==> config.mk <==
export PLATFORM = sky130hd
export DESIGN_NAME = alu_slice
export DESIGN_NICKNAME = d
export VERILOG_FILES = /design/src/rtl/alu_slice_pkg.sv /design/src/rtl/alu_slice.sv
export SDC_FILE = /design/constraint.sdc
export NUM_CORES = 1
export LEC_CHECK = 0
export ABC_CLOCK_PERIOD_IN_PS = 14500
export BUFFER_PORTS_ARGS = -buffer_cell sky130_fd_sc_hd__buf_2
export CAP_MARGIN = 20
export CELL_PAD_IN_SITES_DETAIL_PLACEMENT = 1
export CELL_PAD_IN_SITES_GLOBAL_PLACEMENT = 1
export CORE_MARGIN = 4
export CORE_UTILIZATION = 48
export CTS_CLUSTER_DIAMETER = 50
export DETAILED_ROUTE_END_ITERATION = 12
export PLACE_DENSITY_LB_ADDON = 0.1
export SYNTH_ARGS = -nofsm -noshare
export SYNTH_HDL_FRONTEND = slang
export SYNTH_SLANG_ARGS = --single-unit
==> constraint.sdc <==
create_clock -name clk -period 14.5 [get_ports clk]
set_input_delay 2.9 -clock clk [delete_from_list [all_inputs] [get_ports clk]]
set_output_delay 2.9 -clock clk [all_outputs]
set_load 0.02 [all_outputs]
==> src/rtl/alu_slice_pkg.sv <==
// constants, codes and types shared by the four-bit datapath slice
package alu_slice_pkg;

	// =====================================================================
	// register map of the bus slave (byte addresses)
	localparam logic [7:0] CONTROL_OFFSET = 8'h00;
	localparam logic [7:0] STATUS_OFFSET = 8'h04;
	localparam logic [31:0] CONTROL_RESET = 32'h0000_0001;

	// CONTROL fields
	localparam int CTRL_Y_ENABLE_BIT = 0;

	// STATUS fields (read only)
	localparam int STAT_Q_LSB = 0;
	localparam int STAT_CARRY_BIT = 4;
	localparam int STAT_OVERFLOW_BIT = 5;
	localparam int STAT_SIGN_BIT = 6;
	localparam int STAT_ZERO_BIT = 7;
	localparam int STAT_GENERATE_B_BIT = 8;
	localparam int STAT_PROPAGATE_B_BIT = 9;

	// AXI responses
	localparam logic [1:0] RESP_OKAY = 2'h0;
	localparam logic [1:0] RESP_SLVERR = 2'h2;

	// =====================================================================
	// microinstruction fields, codes in octal order 0..7
	typedef enum logic [2:0] {
		SRC_A_Q, SRC_A_B, SRC_Z_Q, SRC_Z_B, SRC_Z_A, SRC_D_A, SRC_D_Q, SRC_D_Z
	} source_t;

	typedef enum logic [2:0] {
		FN_ADD, FN_S_MINUS_R, FN_R_MINUS_S, FN_OR, FN_AND, FN_NOT_R_AND_S, FN_XOR, FN_XNOR
	} function_t;

	typedef enum logic [2:0] {
		DST_Q_LOAD, DST_NONE, DST_RF_Y_A, DST_RF, DST_RF_Q_DOWN, DST_RF_DOWN, DST_RF_Q_UP,
		DST_RF_UP
	} destination_t;

	// =====================================================================
	// sampled pin group
	typedef struct packed {
		logic [2:0] src;
		logic [2:0] fn;
		logic [2:0] dst;
		logic [3:0] aSel;
		logic [3:0] bSel;
		logic [3:0] data;
		logic cin;
		logic wen;
		logic ramLsbIn;
		logic ramMsbIn;
		logic qLsbIn;
		logic qMsbIn;
	} pins_t;

endpackage

==> src/rtl/alu_slice.sv <==
// four-bit cascadable datapath slice with register file, ALU, Q register and AXI4-Lite status
//
// Decided for this implementation: the AXI4-Lite slave port and the register offsets.
`timescale 1ns/1ps

module alu_slice import alu_slice_pkg::*; (
	// clock and reset
	input wire logic clk,
	input wire logic rst_b,
	// microinstruction and data from the controller
	input wire logic [2:0] operandSourceSelect,
	input wire logic [2:0] aluFunctionSelect,
	input wire logic [2:0] destinationSelect,
	input wire logic [3:0] readPortASelect,
	input wire logic [3:0] readWritePortBSelect,
	input wire logic [3:0] dataIn,
	input wire logic carryInput,
	input wire logic regfileWriteEnable,
	// result outputs
	output logic [3:0] yOut,
	output logic yOe_b,
	output logic signBitOut,
	output logic carryOutput,
	output logic overflowFlag,
	output logic generate_b,
	output logic propagate_b,
	output logic zeroOut,
	output logic zeroOe_b,
	// shift pins shared with neighbouring slices
	input wire logic regfileLsbShiftIn,
	output logic regfileLsbShiftOut,
	output logic regfileLsbShiftOe_b,
	input wire logic regfileMsbShiftIn,
	output logic regfileMsbShiftOut,
	output logic regfileMsbShiftOe_b,
	input wire logic accumLsbShiftIn,
	output logic accumLsbShiftOut,
	output logic accumLsbShiftOe_b,
	input wire logic accumMsbShiftIn,
	output logic accumMsbShiftOut,
	output logic accumMsbShiftOe_b,
	// AXI4-Lite slave
	input wire logic [7:0] s_axi_awaddr,
	input wire logic s_axi_awvalid,
	output logic s_axi_awready,
	input wire logic [31:0] s_axi_wdata,
	input wire logic [3:0] s_axi_wstrb,
	input wire logic s_axi_wvalid,
	output logic s_axi_wready,
	output logic [1:0] s_axi_bresp,
	output logic s_axi_bvalid,
	input wire logic s_axi_bready,
	input wire logic [7:0] s_axi_araddr,
	input wire logic s_axi_arvalid,
	output logic s_axi_arready,
	output logic [31:0] s_axi_rdata,
	output logic [1:0] s_axi_rresp,
	output logic s_axi_rvalid,
	input wire logic s_axi_rready
);

	// =====================================================================
	// state
	typedef struct packed {
		pins_t pinSync1;
		pins_t pinSync2;
		logic [15:0][3:0] regFile;
		logic [3:0] q;
		logic [3:0] y;
		logic yOe_b;
		logic sign;
		logic carryOut;
		logic overflow;
		logic gen_b;
		logic prop_b;
		logic zeroOut;
		logic zeroOe_b;
		logic [3:0] shiftOut;
		logic [3:0] shiftOe_b;
		logic yEnable;
		logic awGot;
		logic wGot;
		logic [7:0] awAddr;
		logic [31:0] wData;
		logic [3:0] wStrb;
		logic awReady;
		logic wReady;
		logic bValid;
		logic [1:0] bResp;
		logic arReady;
		logic rValid;
		logic [31:0] rData;
		logic [1:0] rResp;
	} state_t;

	state_t cur;
	state_t next_cur;
	logic rstSync1;
	logic rstSync2;
	pins_t pinsNow;
	pins_t p;
	logic [3:0] aLatch;
	logic [3:0] bLatch;
	logic [3:0] rOp;
	logic [3:0] sOp;
	logic [3:0] addA;
	logic [3:0] addB;
	logic [4:0] sum;
	logic [3:0] lowSum;
	logic [3:0] f;
	logic [3:0] g;
	logic [3:0] pr;
	logic arith;
	logic rfWrite;
	logic [3:0] rfData;
	logic [31:0] statusWord;

	// =====================================================================
	// reset release and pin sampling
	// release is synchronised so every flop leaves reset on the same edge
	always_ff @(posedge clk or negedge rst_b) begin
		if (!rst_b) begin
			rstSync1 <= 1'b0;
			rstSync2 <= 1'b0;
		end else begin
			rstSync1 <= 1'b1;
			rstSync2 <= rstSync1;
		end
	end

	// every microinstruction, data and shift-in pin passes two flops; results trail the pins by three edges
	assign pinsNow = {operandSourceSelect, aluFunctionSelect, destinationSelect, readPortASelect,
		readWritePortBSelect, dataIn, carryInput, regfileWriteEnable, regfileLsbShiftIn,
		regfileMsbShiftIn, accumLsbShiftIn, accumMsbShiftIn};

	// =====================================================================
	// next state
	always_comb begin
		next_cur = cur;
		next_cur.pinSync1 = pinsNow;
		next_cur.pinSync2 = cur.pinSync1;
		p = cur.pinSync2;

		// read ports; the write lands only at the closing edge, so these hold like latches
		aLatch = cur.regFile[p.aSel];
		bLatch = cur.regFile[p.bSel];

		// operand selection
		case (source_t'(p.src))
			SRC_A_Q: begin rOp = aLatch; sOp = cur.q; end
			SRC_A_B: begin rOp = aLatch; sOp = bLatch; end
			SRC_Z_Q: begin rOp = 4'h0; sOp = cur.q; end
			SRC_Z_B: begin rOp = 4'h0; sOp = bLatch; end
			SRC_Z_A: begin rOp = 4'h0; sOp = aLatch; end
			SRC_D_A: begin rOp = p.data; sOp = aLatch; end
			SRC_D_Q: begin rOp = p.data; sOp = cur.q; end
			SRC_D_Z: begin rOp = p.data; sOp = 4'h0; end
			default: begin rOp = 4'h0; sOp = 4'h0; end
		endcase

		// subtraction is complement-and-add so carry-in acts as the +1
		addA = (function_t'(p.fn) == FN_S_MINUS_R) ? ~rOp : rOp;
		addB = (function_t'(p.fn) == FN_R_MINUS_S) ? ~sOp : sOp;
		sum = {1'b0, addA} + {1'b0, addB} + {4'h0, p.cin};
		// carry into the top bit, kept apart for the overflow flag
		lowSum = {1'b0, addA[2:0]} + {1'b0, addB[2:0]} + {3'h0, p.cin};
		// generate and propagate look at the adder inputs after any complement
		g = addA & addB;
		pr = addA | addB;
		arith = 1'b0;

		case (function_t'(p.fn))
			FN_ADD, FN_S_MINUS_R, FN_R_MINUS_S: begin
				f = sum[3:0];
				arith = 1'b1;
			end
			FN_OR: f = rOp | sOp;
			FN_AND: f = rOp & sOp;
			FN_NOT_R_AND_S: f = ~rOp & sOp;
			FN_XOR: f = rOp ^ sOp;
			FN_XNOR: f = ~(rOp ^ sOp);
			default: f = 4'h0;
		endcase

		// carry flags only mean something for arithmetic; logic ops leave them inactive
		next_cur.carryOut = arith & sum[4];
		next_cur.overflow = arith & (lowSum[3] ^ sum[4]);
		next_cur.gen_b = ~(arith & (g[3] | (pr[3] & g[2]) | (pr[3] & pr[2] & g[1]) |
			(pr[3] & pr[2] & pr[1] & g[0])));
		next_cur.prop_b = ~(arith & (&pr));
		next_cur.sign = f[3];
		// open drain: the pin only pulls low; a released line reads as zero found
		next_cur.zeroOut = 1'b0;
		next_cur.zeroOe_b = (f == 4'h0);

		// destination: default releases all shift pins, F on Y, no writes
		next_cur.y = f;
		next_cur.shiftOut = 4'h0;
		next_cur.shiftOe_b = 4'hf;
		rfWrite = 1'b0;
		rfData = f;
		case (destination_t'(p.dst))
			DST_Q_LOAD: next_cur.q = f;
			DST_NONE: ;
			DST_RF_Y_A: begin
				rfWrite = 1'b1;
				next_cur.y = aLatch;
			end
			DST_RF: rfWrite = 1'b1;
			DST_RF_Q_DOWN, DST_RF_DOWN: begin
				rfWrite = 1'b1;
				rfData = {p.ramMsbIn, f[3:1]};
				next_cur.shiftOut[0] = f[0];
				next_cur.shiftOe_b[0] = 1'b0;
				next_cur.shiftOut[2] = cur.q[0];
				next_cur.shiftOe_b[2] = 1'b0;
				if (destination_t'(p.dst) == DST_RF_Q_DOWN) begin
					next_cur.q = {p.qMsbIn, cur.q[3:1]};
				end
			end
			DST_RF_Q_UP, DST_RF_UP: begin
				rfWrite = 1'b1;
				rfData = {f[2:0], p.ramLsbIn};
				next_cur.shiftOut[1] = f[3];
				next_cur.shiftOe_b[1] = 1'b0;
				next_cur.shiftOut[3] = cur.q[3];
				next_cur.shiftOe_b[3] = 1'b0;
				if (destination_t'(p.dst) == DST_RF_Q_UP) begin
					next_cur.q = {cur.q[2:0], p.qLsbIn};
				end
			end
			default: ;
		endcase
		// the low phase ends at the next rising edge, which is where the word lands
		// codes 0 and 1 never store, whatever the enable pin says
		if (rfWrite && p.wen) begin
			next_cur.regFile[p.bSel] = rfData;
		end
		next_cur.yOe_b = ~cur.yEnable;

		// AXI4-Lite write side
		// address and data are taken in either order; the answer waits for both
		if (s_axi_awvalid && cur.awReady) begin
			next_cur.awGot = 1'b1;
			next_cur.awAddr = s_axi_awaddr;
		end
		if (s_axi_wvalid && cur.wReady) begin
			next_cur.wGot = 1'b1;
			next_cur.wData = s_axi_wdata;
			next_cur.wStrb = s_axi_wstrb;
		end
		if (cur.bValid && s_axi_bready) begin
			next_cur.bValid = 1'b0;
		end
		if (cur.awGot && cur.wGot) begin
			next_cur.awGot = 1'b0;
			next_cur.wGot = 1'b0;
			next_cur.bValid = 1'b1;
			if (cur.awAddr == CONTROL_OFFSET) begin
				next_cur.bResp = RESP_OKAY;
				if (cur.wStrb[0]) begin
					next_cur.yEnable = cur.wData[CTRL_Y_ENABLE_BIT];
				end
			end else if (cur.awAddr == STATUS_OFFSET) begin
				next_cur.bResp = RESP_OKAY;
			end else begin
				next_cur.bResp = RESP_SLVERR;
			end
		end
		next_cur.awReady = ~next_cur.awGot & ~next_cur.bValid & ~(cur.awGot & cur.wGot);
		next_cur.wReady = ~next_cur.wGot & ~next_cur.bValid & ~(cur.awGot & cur.wGot);

		// AXI4-Lite read side
		// one read waits at a time; arready stays low until rready takes the answer
		statusWord = 32'h0;
		statusWord[STAT_Q_LSB +: 4] = cur.q;
		statusWord[STAT_CARRY_BIT] = cur.carryOut;
		statusWord[STAT_OVERFLOW_BIT] = cur.overflow;
		statusWord[STAT_SIGN_BIT] = cur.sign;
		statusWord[STAT_ZERO_BIT] = cur.zeroOe_b;
		statusWord[STAT_GENERATE_B_BIT] = cur.gen_b;
		statusWord[STAT_PROPAGATE_B_BIT] = cur.prop_b;
		if (cur.rValid && s_axi_rready) begin
			next_cur.rValid = 1'b0;
		end
		if (s_axi_arvalid && cur.arReady) begin
			next_cur.rValid = 1'b1;
			if (s_axi_araddr == CONTROL_OFFSET) begin
				next_cur.rData = {31'h0, cur.yEnable};
				next_cur.rResp = RESP_OKAY;
			end else if (s_axi_araddr == STATUS_OFFSET) begin
				next_cur.rData = statusWord;
				next_cur.rResp = RESP_OKAY;
			end else begin
				next_cur.rData = 32'h0;
				next_cur.rResp = RESP_SLVERR;
			end
		end
		next_cur.arReady = ~next_cur.rValid;
	end

	// =====================================================================
	// state register; the register file is cleared too, which the bare slice never did
	always_ff @(posedge clk or negedge rstSync2) begin
		if (!rstSync2) begin
			cur <= '0;
			// enables come up released so no line fights a neighbour
			cur.yOe_b <= 1'b1;
			cur.gen_b <= 1'b1;
			cur.prop_b <= 1'b1;
			cur.zeroOe_b <= 1'b1;
			cur.shiftOe_b <= 4'hf;
			cur.yEnable <= CONTROL_RESET[CTRL_Y_ENABLE_BIT];
			cur.awReady <= 1'b1;
			cur.wReady <= 1'b1;
			cur.arReady <= 1'b1;
		end else begin
			cur <= next_cur;
		end
	end

	// =====================================================================
	// outputs
	assign yOut = cur.y;
	assign yOe_b = cur.yOe_b;
	assign signBitOut = cur.sign;
	assign carryOutput = cur.carryOut;
	assign overflowFlag = cur.overflow;
	assign generate_b = cur.gen_b;
	assign propagate_b = cur.prop_b;
	assign zeroOut = cur.zeroOut;
	assign zeroOe_b = cur.zeroOe_b;
	// shiftOut order: file lsb, file msb, q lsb, q msb
	assign regfileLsbShiftOut = cur.shiftOut[0];
	assign regfileLsbShiftOe_b = cur.shiftOe_b[0];
	assign regfileMsbShiftOut = cur.shiftOut[1];
	assign regfileMsbShiftOe_b = cur.shiftOe_b[1];
	assign accumLsbShiftOut = cur.shiftOut[2];
	assign accumLsbShiftOe_b = cur.shiftOe_b[2];
	assign accumMsbShiftOut = cur.shiftOut[3];
	assign accumMsbShiftOe_b = cur.shiftOe_b[3];
	assign s_axi_awready = cur.awReady;
	assign s_axi_wready = cur.wReady;
	assign s_axi_bresp = cur.bResp;
	assign s_axi_bvalid = cur.bValid;
	assign s_axi_arready = cur.arReady;
	assign s_axi_rdata = cur.rData;
	assign s_axi_rresp = cur.rResp;
	assign s_axi_rvalid = cur.rValid;

endmodule

### Yosys cells after proc, flatten, opt, wreduce, memory -nomap -nowiden

Index checks and enable logic that the tools add are counted.

| operators by class | value |
|---|---|
| add/sub/neg operators | 4 |
| magnitude comparators | 3 |
| eq/ne operators | 24 |
| mux-type cells | 36 |
| bitwise logic cells | 35 |
| reductions and logical operators | 28 |

Operators with widths:

| kind | count |
|---|---|
| 64-bit bitwise mux | 1 |
| 3-bit == test, second input constant | 12 |
| 35-bit two-way mux | 1 |
| 4-bit binary-select mux with 4-bit select | 2 |
| 4-bit two-way mux | 8 |
| 12-bit two-way mux | 2 |
| 4-bit one-hot mux with 3 select lines | 2 |
| 4-bit one-hot mux with 6 select lines | 1 |
| 3-bit by 2-bit == test with 1-bit output, second input constant | 6 |
| 4-bit demux with 4-bit select | 1 |
| 8-bit by 3-bit == test with 1-bit output, second input constant | 2 |
| 8-bit logical NOT | 2 |
| 4-bit one-hot mux with 4 select lines | 1 |
| 1-bit bitwise AND | 14 |
| 4-bit bitwise AND | 3 |
| 1-bit two-way mux | 12 |
| 4-bit inverter | 3 |
| 3-bit OR reduction | 4 |
| 4-bit by 5-bit < comparator with 1-bit output, second input constant | 2 |
| 2-bit OR reduction | 5 |
| 3-bit logical NOT | 3 |
| 1-bit logical AND | 8 |
| 1-bit inverter | 8 |
| 4-bit OR | 2 |
| other kinds (18) | 25 |

| word-level totals | value |
|---|---|
| bits in registers | 197 |
| input bits | 86 |
| output and inout port bits | 61 |

### Logic depth before layout (Yosys ltp)

Gate-level depths: netlist of run 1.

| logic depth | value |
|---|---|
| word-level depth | 12 |
| gate-level depth with buffers | 18 |

### Least setup slack after synthesis of run 1

Ideal clock, no wire load.

| timing path | value |
|---|---|
| kind | register to register |
| start | reg cur[186] (netlist name) |
| end | reg cur[112] (netlist name) |
| arrival | 3946 ps |
| required time | 14413 ps |
| slack | 10468 ps |
| cell stages (with the launch flop) | 17 |
| buffers on the path | 4 |
| clock period less this slack | 4032 ps |
| cell sequence | dfrtp_1 buf_2 buf_2 clkbuf_1 mux4_2 a21oi_1 o31ai_2 xnor2_1 fa_1 inv_1 fa_1 mux2_2 o21ai_0 or2_2 o22ai_2 clkbuf_1 o211ai_1 |

| on the way | value |
|---|---|
| word-level cells in the longest chain between the ends | 10 |
| elaborated cells between the ends (all ways) | 20 |
| those cells by class | add/sub (2); order compare (2); mux (9); bitwise (6); reduce/logical (1) |

Ends and longest elaborated chain:

| what | RTL line | source |
|---|---|---|
| start: declaration | alu_slice.sv:96 | `state_t cur;` |
| start signal: assignment | alu_slice.sv:318 | `cur <= next_cur;` |
| 4-bit binary-select mux with 4-bit select | alu_slice.sv:146 | `bLatch = cur.regFile[p.bSel];` |
| 4-bit two-way mux (not written as such) | alu_slice.sv:146 |  |
| 4-bit one-hot mux with 4 select lines | alu_slice.sv:149 | `case (source_t'(p.src))` |
| 4-bit inverter | alu_slice.sv:163 | `addB = (function_t'(p.fn) == FN_R_MINUS_S) ? ~sOp : sOp;` |
| 4-bit two-way mux | alu_slice.sv:163 |  |
| 4-bit by 4-bit adder with 5-bit output | alu_slice.sv:164 | `sum = {1'b0, addA} + {1'b0, addB} + {4'h0, p.cin};` |
| 5-bit by 1-bit adder with 5-bit output | alu_slice.sv:164 |  |
| 4-bit one-hot mux with 6 select lines | alu_slice.sv:172 | `case (function_t'(p.fn))` |
| 4-bit one-hot mux with 2 select lines | alu_slice.sv:202 | `case (destination_t'(p.dst))` |
| 64-bit bitwise mux * | alu_slice.sv:237 | `next_cur.regFile[p.bSel] = rfData;` |

Mark *: on every way between the ends. The rest lies on a longest branch, timed or not. The select of a mux whose other input is x is not followed.
A chain may end at the register's enable or synchronous reset.

### Final worst setup path of run 1

| timing path | value |
|---|---|
| start | reg cur[190] (netlist name) |
| end | reg cur[118] (netlist name) |

| on the way | value |
|---|---|
| word-level cells in the longest chain between the ends | 10 |
| elaborated cells between the ends (all ways) | 18 |
| those cells by class | add/sub (2); mux (9); bitwise (7) |

Ends and longest elaborated chain:

| what | RTL line | source |
|---|---|---|
| 4-bit binary-select mux with 4-bit select * | alu_slice.sv:145 | `aLatch = cur.regFile[p.aSel];` |
| 4-bit two-way mux (not written as such) * | alu_slice.sv:145 |  |
| 4-bit one-hot mux with 4 select lines or 4-bit one-hot mux with 3 select lines (tied branches) | alu_slice.sv:149 |  |
| 4-bit inverter, on equally long branches | alu_slice.sv:163, alu_slice.sv:162, alu_slice.sv:179 |  |
| 4-bit two-way mux, on equally long branches | alu_slice.sv:163, alu_slice.sv:162 |  |
| 4-bit by 4-bit adder with 5-bit output | alu_slice.sv:164 |  |
| 5-bit by 1-bit adder with 5-bit output | alu_slice.sv:164 |  |
| 4-bit one-hot mux with 6 select lines * | alu_slice.sv:172 |  |
| 4-bit one-hot mux with 2 select lines * | alu_slice.sv:202 |  |
| 64-bit bitwise mux * | alu_slice.sv:237 |  |

Marked as above.

==> qor.yml, run 1 <==
power:
  switching_share: 0.346
  clkPwrFrac: 0.305
  vdd.ir_drop.worst_mv: 0.0997
  switchingPower_uw: 518
  combPwrFrac: 0.252
  leakage_uw: 0.00434
  pwr-share-seq: 0.443
  internal-power_uw: 981
  powerDensity_nw_per_um2: 152
sta:
  hold_viol: 0
  finalSetupViolations: 0
  slew_violations: 0
  post-route-period-util: 0.409
  fin_tns_setup_ns: 0
  relSlewSlack: 0.257
  skew_ns: 0.0121
  post-route-worst-setup-slack_ns: 8.57
  tightest_slew_ns: 1.11
  rsz0062_at_grt: "no"
  period_minus_slack_ns: 5.93
  fmax_mhz: 169
floorplan:
  die_x_um: 144
  io_pins: 147
  core_area_um2: 18100
  die_h_um: 144
  fp.dieArea_um2: 20800
  rows: 49
  start_util: 0.492
finish:
  nNetsFinal: 1006
  fillers: 1994
  antennaDiodeCount: 0
  largest_register_ff_count: 135
  layout-drive-gt1-share: 0.218
  area.growth.synth_to_final_pct: 10.8
  top_register: "cur"
clocking:
  cts_tree: "yes"
  post_cts_buffers: 0
  clk_path_buf_depth: 2
  cts.sinks: 171
  ctsHoldBuffers: 0
  htree_levels: 4
  root_buffer: "clkbuf_16"
  clk_pin_slew_worst_paths_ns: 0.07
  ctsResizeCount: 0
  insertion_delay_ns: 0.44
  numCtsBuffers: 17
setup_path:
  critPathArrivalTime_ns: 6.28
  critical-path-max-stage-delay_ns: 1.08
  crit_required_ns: 14.84
  startpoint_type: "register"
  endpoint_kind: "register"
  crit_slowest_cell: "dfrtp_1"
  crit_family: "compound AO/OA/AOI/OAI gates"
  crit_fanout: 20
  critPathKind: "register to register"
  crit_chain: "inv_1 > a2111oi_1 > nor4_1 > o31ai_2 > xnor2_1 > fa_1 > inv_1 > fa_1 > mux2_2 > o21ai_0 > nand2b_1 > o221ai_2 > a31oi_1"
  reg2reg_depth: 13
  critical_path_buf_inv_count: 2
  reg2reg_from: "cur[190]"
  rr_endpoint: "cur[118]"
  ff2ff_setup_slack_ns: 8.57
grt:
  grt_first_pass_wirelength_um: 40800
  antenna_found_initial: 0
  overflow: 0
  grt_max_degree: 85
  track_usage: 0.256
  grt_pass1_vias: 7484
route:
  routedWlPerCell_um: 22.2
  routed_via_density: 5.99
  wirelength_um: 25500
  ant_nets: 0
  route.detailed.drc: 0
  first_pass_iters: 5
  drtIter0Drc: 374
  num_vias: 6875
placed_design:
  place_ws_ns: 8.73
  globalplace.congestion: 0.884
  hpwlAfterDp_um: 18300
  io_buffers: 87
synthesis:
  ys_seq_area_frac: 0.482
  yosysUniqueCellTypes: 72
  synth_edf_count: 0
  syn_inst: 850
  avgSynthCellArea_um2: 10.5
  synth-async-reset-ratio: 1.00
  synth_area_um2: 8890
  yosys_warnings: 0
  synth-seq-cells: 171
  synth_ff_type: "dfrtp_1"
outcome:
  outcome: "finished, final reports clean"
run:
  max-cap-violations: 0
min_path:
  hp-class: "register to async pin"
## worst register-to-register path, cell delays in order (launching register included)
cell and delay, ns:
dfrtp_1 1.08, inv_1 0.34, a2111oi_1 0.80, nor4_1 0.14, o31ai_2 0.50, xnor2_1 0.21, fa_1 0.47, inv_1 0.10
fa_1 0.42, mux2_2 0.28, o21ai_0 0.55, nand2b_1 0.21, o221ai_2 0.40, a31oi_1 0.32
## kinds of logic after synthesis
kind of cell	count (synthesis)	synth area share
multiplexers	75	0.102
XOR/XNOR	14	0.0138
AO/OA/AOI/OAI	177	0.157
AND/OR/NAND/NOR	286	0.149
flip-flops	171	0.482
adder cells (fa/ha/maj)	14	0.0214
buffers and inverters	111	0.0734
other	2	0.000844
## final cells by class
type / instances / area (µm²) / share of cell area
well taps: 229 / 287 / 0.0291
flip-flops and latches: 171 / 4300 / 0.436
multi-input cells: 592 / 4050 / 0.411
clock inverters: 14 / 151 / 0.0154
clock buffers: 18 / 439 / 0.0445
inverters: 26 / 97.6 / 0.00990
repair buffers: 98 / 538 / 0.0546
## cell usage after synthesis, drive strengths merged (4+ instances only)
library cell / instances / share of area
nor3: 15 / 0.0084
ha: 12 / 0.017
buf: 67 / 0.055
o21a: 4 / 0.0034
nand2b: 7 / 0.0049
nor2b: 13 / 0.0091
and3: 6 / 0.0042
inv: 26 / 0.011
a22o: 10 / 0.0098
and4: 4 / 0.0039
a211oi: 6 / 0.0056
nand3: 10 / 0.0056
nor3b: 6 / 0.0051
dfrtp: 161 / 0.45
mux4: 10 / 0.025
a21oi: 17 / 0.0096
o2bb2ai: 4 / 0.0046
nor2: 78 / 0.033
mux2i: 39 / 0.044
a2111oi: 8 / 0.016
o21ai: 25 / 0.014
a22oi: 6 / 0.0051
mux2: 26 / 0.033
clkbuf: 18 / 0.0076
a311oi: 4 / 0.0039
a31oi: 34 / 0.025
nand3b: 5 / 0.0042
o31a: 5 / 0.0049
xnor2: 7 / 0.0069
dfstp: 10 / 0.030
o211ai: 32 / 0.027
or2: 7 / 0.0049
nand2: 113 / 0.048
xor2: 7 / 0.0069
nor4: 12 / 0.0091
## power by group through the flow
stage	clock, µW	sequential, µW	combinational [µW]
finish	458	664	377
floorplan	0	650	274
global route	488	677	413
detailed placement	0	672	373
global placement	0	663	355
CTS	467	664	377
## stage by stage
step,power (µW),hold WS [ns],cells,util,area [µm²]
6_report,1500,0.212,1148,0.545,9860
5_1_grt,1580,0.237,1148,0.545,9860
4_1_cts,1510,0.218,1147,0.544,9830
3_5_place_dp,1050,0.211,1115,0.511,9240
3_3_place_gp,1020,0.198,1115,0.511,9240
2_1_floorplan,924,0.331,874,-,8980
## layer usage
metal | track usage | up-vias | share of wire
met5 | 0 | - | 0
met4 | 0.0966 | 0 | 0.025
met3 | 0.0460 | 51 | 0.042
met2 | 0.427 | 196 | 0.50
met1 | 0.333 | 3538 | 0.43
li1 | - | 3090 | -
## cell usage in the layout (no fill, tap or decap), types with 17 or more instances in the layout
cell and instances:
mux2i_1 39, nand2_1 113, nor2_1 78, buf_2 87
a21oi_1 17, inv_1 26, o21ai_0 20, mux2_2 23
a31oi_1 33, dfrtp_1 160, o211ai_1 32, clkbuf_16 17
conb_1 26
## worst max path at each step
stage	to	depth (start not counted)	slack [ns]	startpoint
floorplan	accumLsbShiftOut	0	9.40	rstSync2
global placement	cur[114]	13	9.00	cur[190]
detailed placement	cur[170]	13	8.73	cur[190]
CTS	cur[118]	13	8.69	cur[190]
global route	cur[170]	13	8.28	cur[190]
finish	cur[118]	13	8.57	cur[190]
No activity file was read; power rests on OpenSTA's default activity.
==> run 2: changes to the inputs <==
--- a/config.mk
+++ b/config.mk
@@ -5,13 +5,13 @@
 export SDC_FILE = /design/constraint.sdc
 export NUM_CORES = 1
 export LEC_CHECK = 0
-export ABC_CLOCK_PERIOD_IN_PS = 14500
+export ABC_CLOCK_PERIOD_IN_PS = 5000
 export BUFFER_PORTS_ARGS = -buffer_cell sky130_fd_sc_hd__buf_2
 export CAP_MARGIN = 20
 export CELL_PAD_IN_SITES_DETAIL_PLACEMENT = 1
 export CELL_PAD_IN_SITES_GLOBAL_PLACEMENT = 1
 export CORE_MARGIN = 4
-export CORE_UTILIZATION = 48
+export CORE_UTILIZATION = 40
 export CTS_CLUSTER_DIAMETER = 50
 export DETAILED_ROUTE_END_ITERATION = 12
 export PLACE_DENSITY_LB_ADDON = 0.1
==> constraint.sdc (replaced) <==
create_clock -name clk -period 5 [get_ports clk]
set_input_delay 1 -clock clk [delete_from_list [all_inputs] [get_ports clk]]
set_output_delay 1 -clock clk [all_outputs]
set_load 0.02 [all_outputs]
==> qor.yml, run 2 (synthesis gave the netlist of run 1 again) <==
clocking:
  clk_path_buf_depth: 2
  post_cts_buffers: 0
  numCtsBuffers: 17
  insertion_delay_ns: 0.44
  cts_tree: "yes"
  htree_levels: 4
  root_buffer: "clkbuf_16"
  ctsHoldBuffers: 0
  clk_pin_slew_worst_paths_ns: 0.08
  cts.sinks: 171
  ctsResizeCount: 0
placed_design:
  io_buffers: 87
  hpwlAfterDp_um: 19200
  globalplace.congestion: 0.843
grt:
  track_usage: 0.216
  grt_max_degree: 87
  grt_first_pass_wirelength_um: 41000
  antenna_found_initial: 0
  grt_pass1_vias: 7253
  overflow: 0
floorplan:
  die_x_um: 157
  die_h_um: 157
  fp.dieArea_um2: 24700
  io_pins: 147
  core_area_um2: 21800
  rows: 54
  start_util: 0.408
route:
  ant_nets: 0
  drtIter0Drc: 376
  wirelength_um: 26100
  routedWlPerCell_um: 21.5
  routed_via_density: 5.60
  first_pass_iters: 5
  route.detailed.drc: 0
  num_vias: 6815
setup_path:
  reg2reg_depth: 15
  crit_required_ns: 5.30
  endpoint_kind: "register"
  critPathArrivalTime_ns: 4.82
  crit_fanout: 18
  critPathKind: "register to register"
  startpoint_type: "register"
sta:
  period_minus_slack_ns: 4.52
  fin_tns_setup_ns: 0
  skew_ns: 0.0117
  rsz0062_at_grt: "no"
  slew_violations: 0
  finalSetupViolations: 0
  fmax_mhz: 221
  post-route-period-util: 0.905
  hold_viol: 0
  tightest_slew_ns: 1.02
  relSlewSlack: 0.315
power:
  p_total_uw: 4450
  powerDensity_nw_per_um2: 439
  leakage_uw: 0.00446
  vdd.ir_drop.worst_mv: 0.218
finish:
  layout-drive-gt1-share: 0.233
  fillers: 2410
  largest_register_ff_count: 135
  final_common_cell: "dfrtp_1"
  nNetsFinal: 1024
  top_register: "cur"
  area.growth.synth_to_final_pct: 14.0
  most-common-layout-cells: "160 x dfrtp_1, 113 x nand2_1, 87 x buf_2, 78 x nor2_1, 39 x mux2i_1"
  antennaDiodeCount: 0
min_path:
  hp-class: "register to async pin"
run:
  max-cap-violations: 0
outcome:
  outcome: "finished, final reports clean"
run 2: path summary, 6_finish.rpt:
check	to	start	slack (ns)
max	cur[150]	cur[189]	0.48
min	cur[82]	rstSync2	0.21
max reg2reg	cur[150]	cur[189]	0.48
min reg2reg	cur[82]	rstSync2	0.21
max in group asynchronous	cur[144]	rstSync2	4.01
min in group clk	cur[200]	cur[227]	0.35
run 2: metrics by stage:
| step | setup WS (ns) | instance area, µm² | std cells | hold slack, ns | util |
|---|---|---|---|---|---|
| floorplan | 0.968 | 8990 | 874 | 0.331 | - |
| global placement | 0.577 | 9480 | 1184 | 0.332 | 0.434 |
| detailed placement | 0.487 | 9480 | 1184 | 0.336 | 0.434 |
| CTS | 0.452 | 10100 | 1216 | 0.308 | 0.463 |
| global route | 0.100 | 10100 | 1217 | 0.233 | 0.465 |
| finish | 0.477 | 10100 | 1217 | 0.206 | 0.465 |
run 2: area by class of cell:
class                           count  area, µm²  share of cell area
Tap cell                          280        350              0.0345
Clock buffer                       17        425              0.0419
Clock inverter                     15        210              0.0207
Timing Repair Buffer              116        711              0.0701
Sequential cell                   171       4300               0.424
Inverter                           26       97.6             0.00962
Multi-Input combinational cell    592       4050               0.400
run 2: critical path, cell delays in order, from the launching register on:
cell and delay (ns):
dfrtp_1 0.65, a2111oi_0 0.52, a311oi_1 0.09, a311oi_1 0.64
and2_1 0.33, xnor2_1 0.19, inv_1 0.12, ha_1 0.31
a21o_1 0.18, a21oi_1 0.22, xnor2_1 0.13, a22oi_1 0.25
o41ai_4 0.18, o221ai_2 0.25, buf_12 0.19, a31oi_1 0.10
run 2: routing by layer:
layer / wire (µm) / track usage / part of all wire
met1: 11700 / 0.293 / 0.45
met2: 13000 / 0.364 / 0.50
met3: 1010 / 0.0316 / 0.039
met4: 412 / 0.0594 / 0.016
met5: 0 / 0 / 0
run 2: power by group:
group          switching (µW)  leakage, µW  total [µW]  internal (µW)
logic                     656      0.00209        1140            482
clock network             671     0.000309        1410            737
registers                 241      0.00206        1910           1670
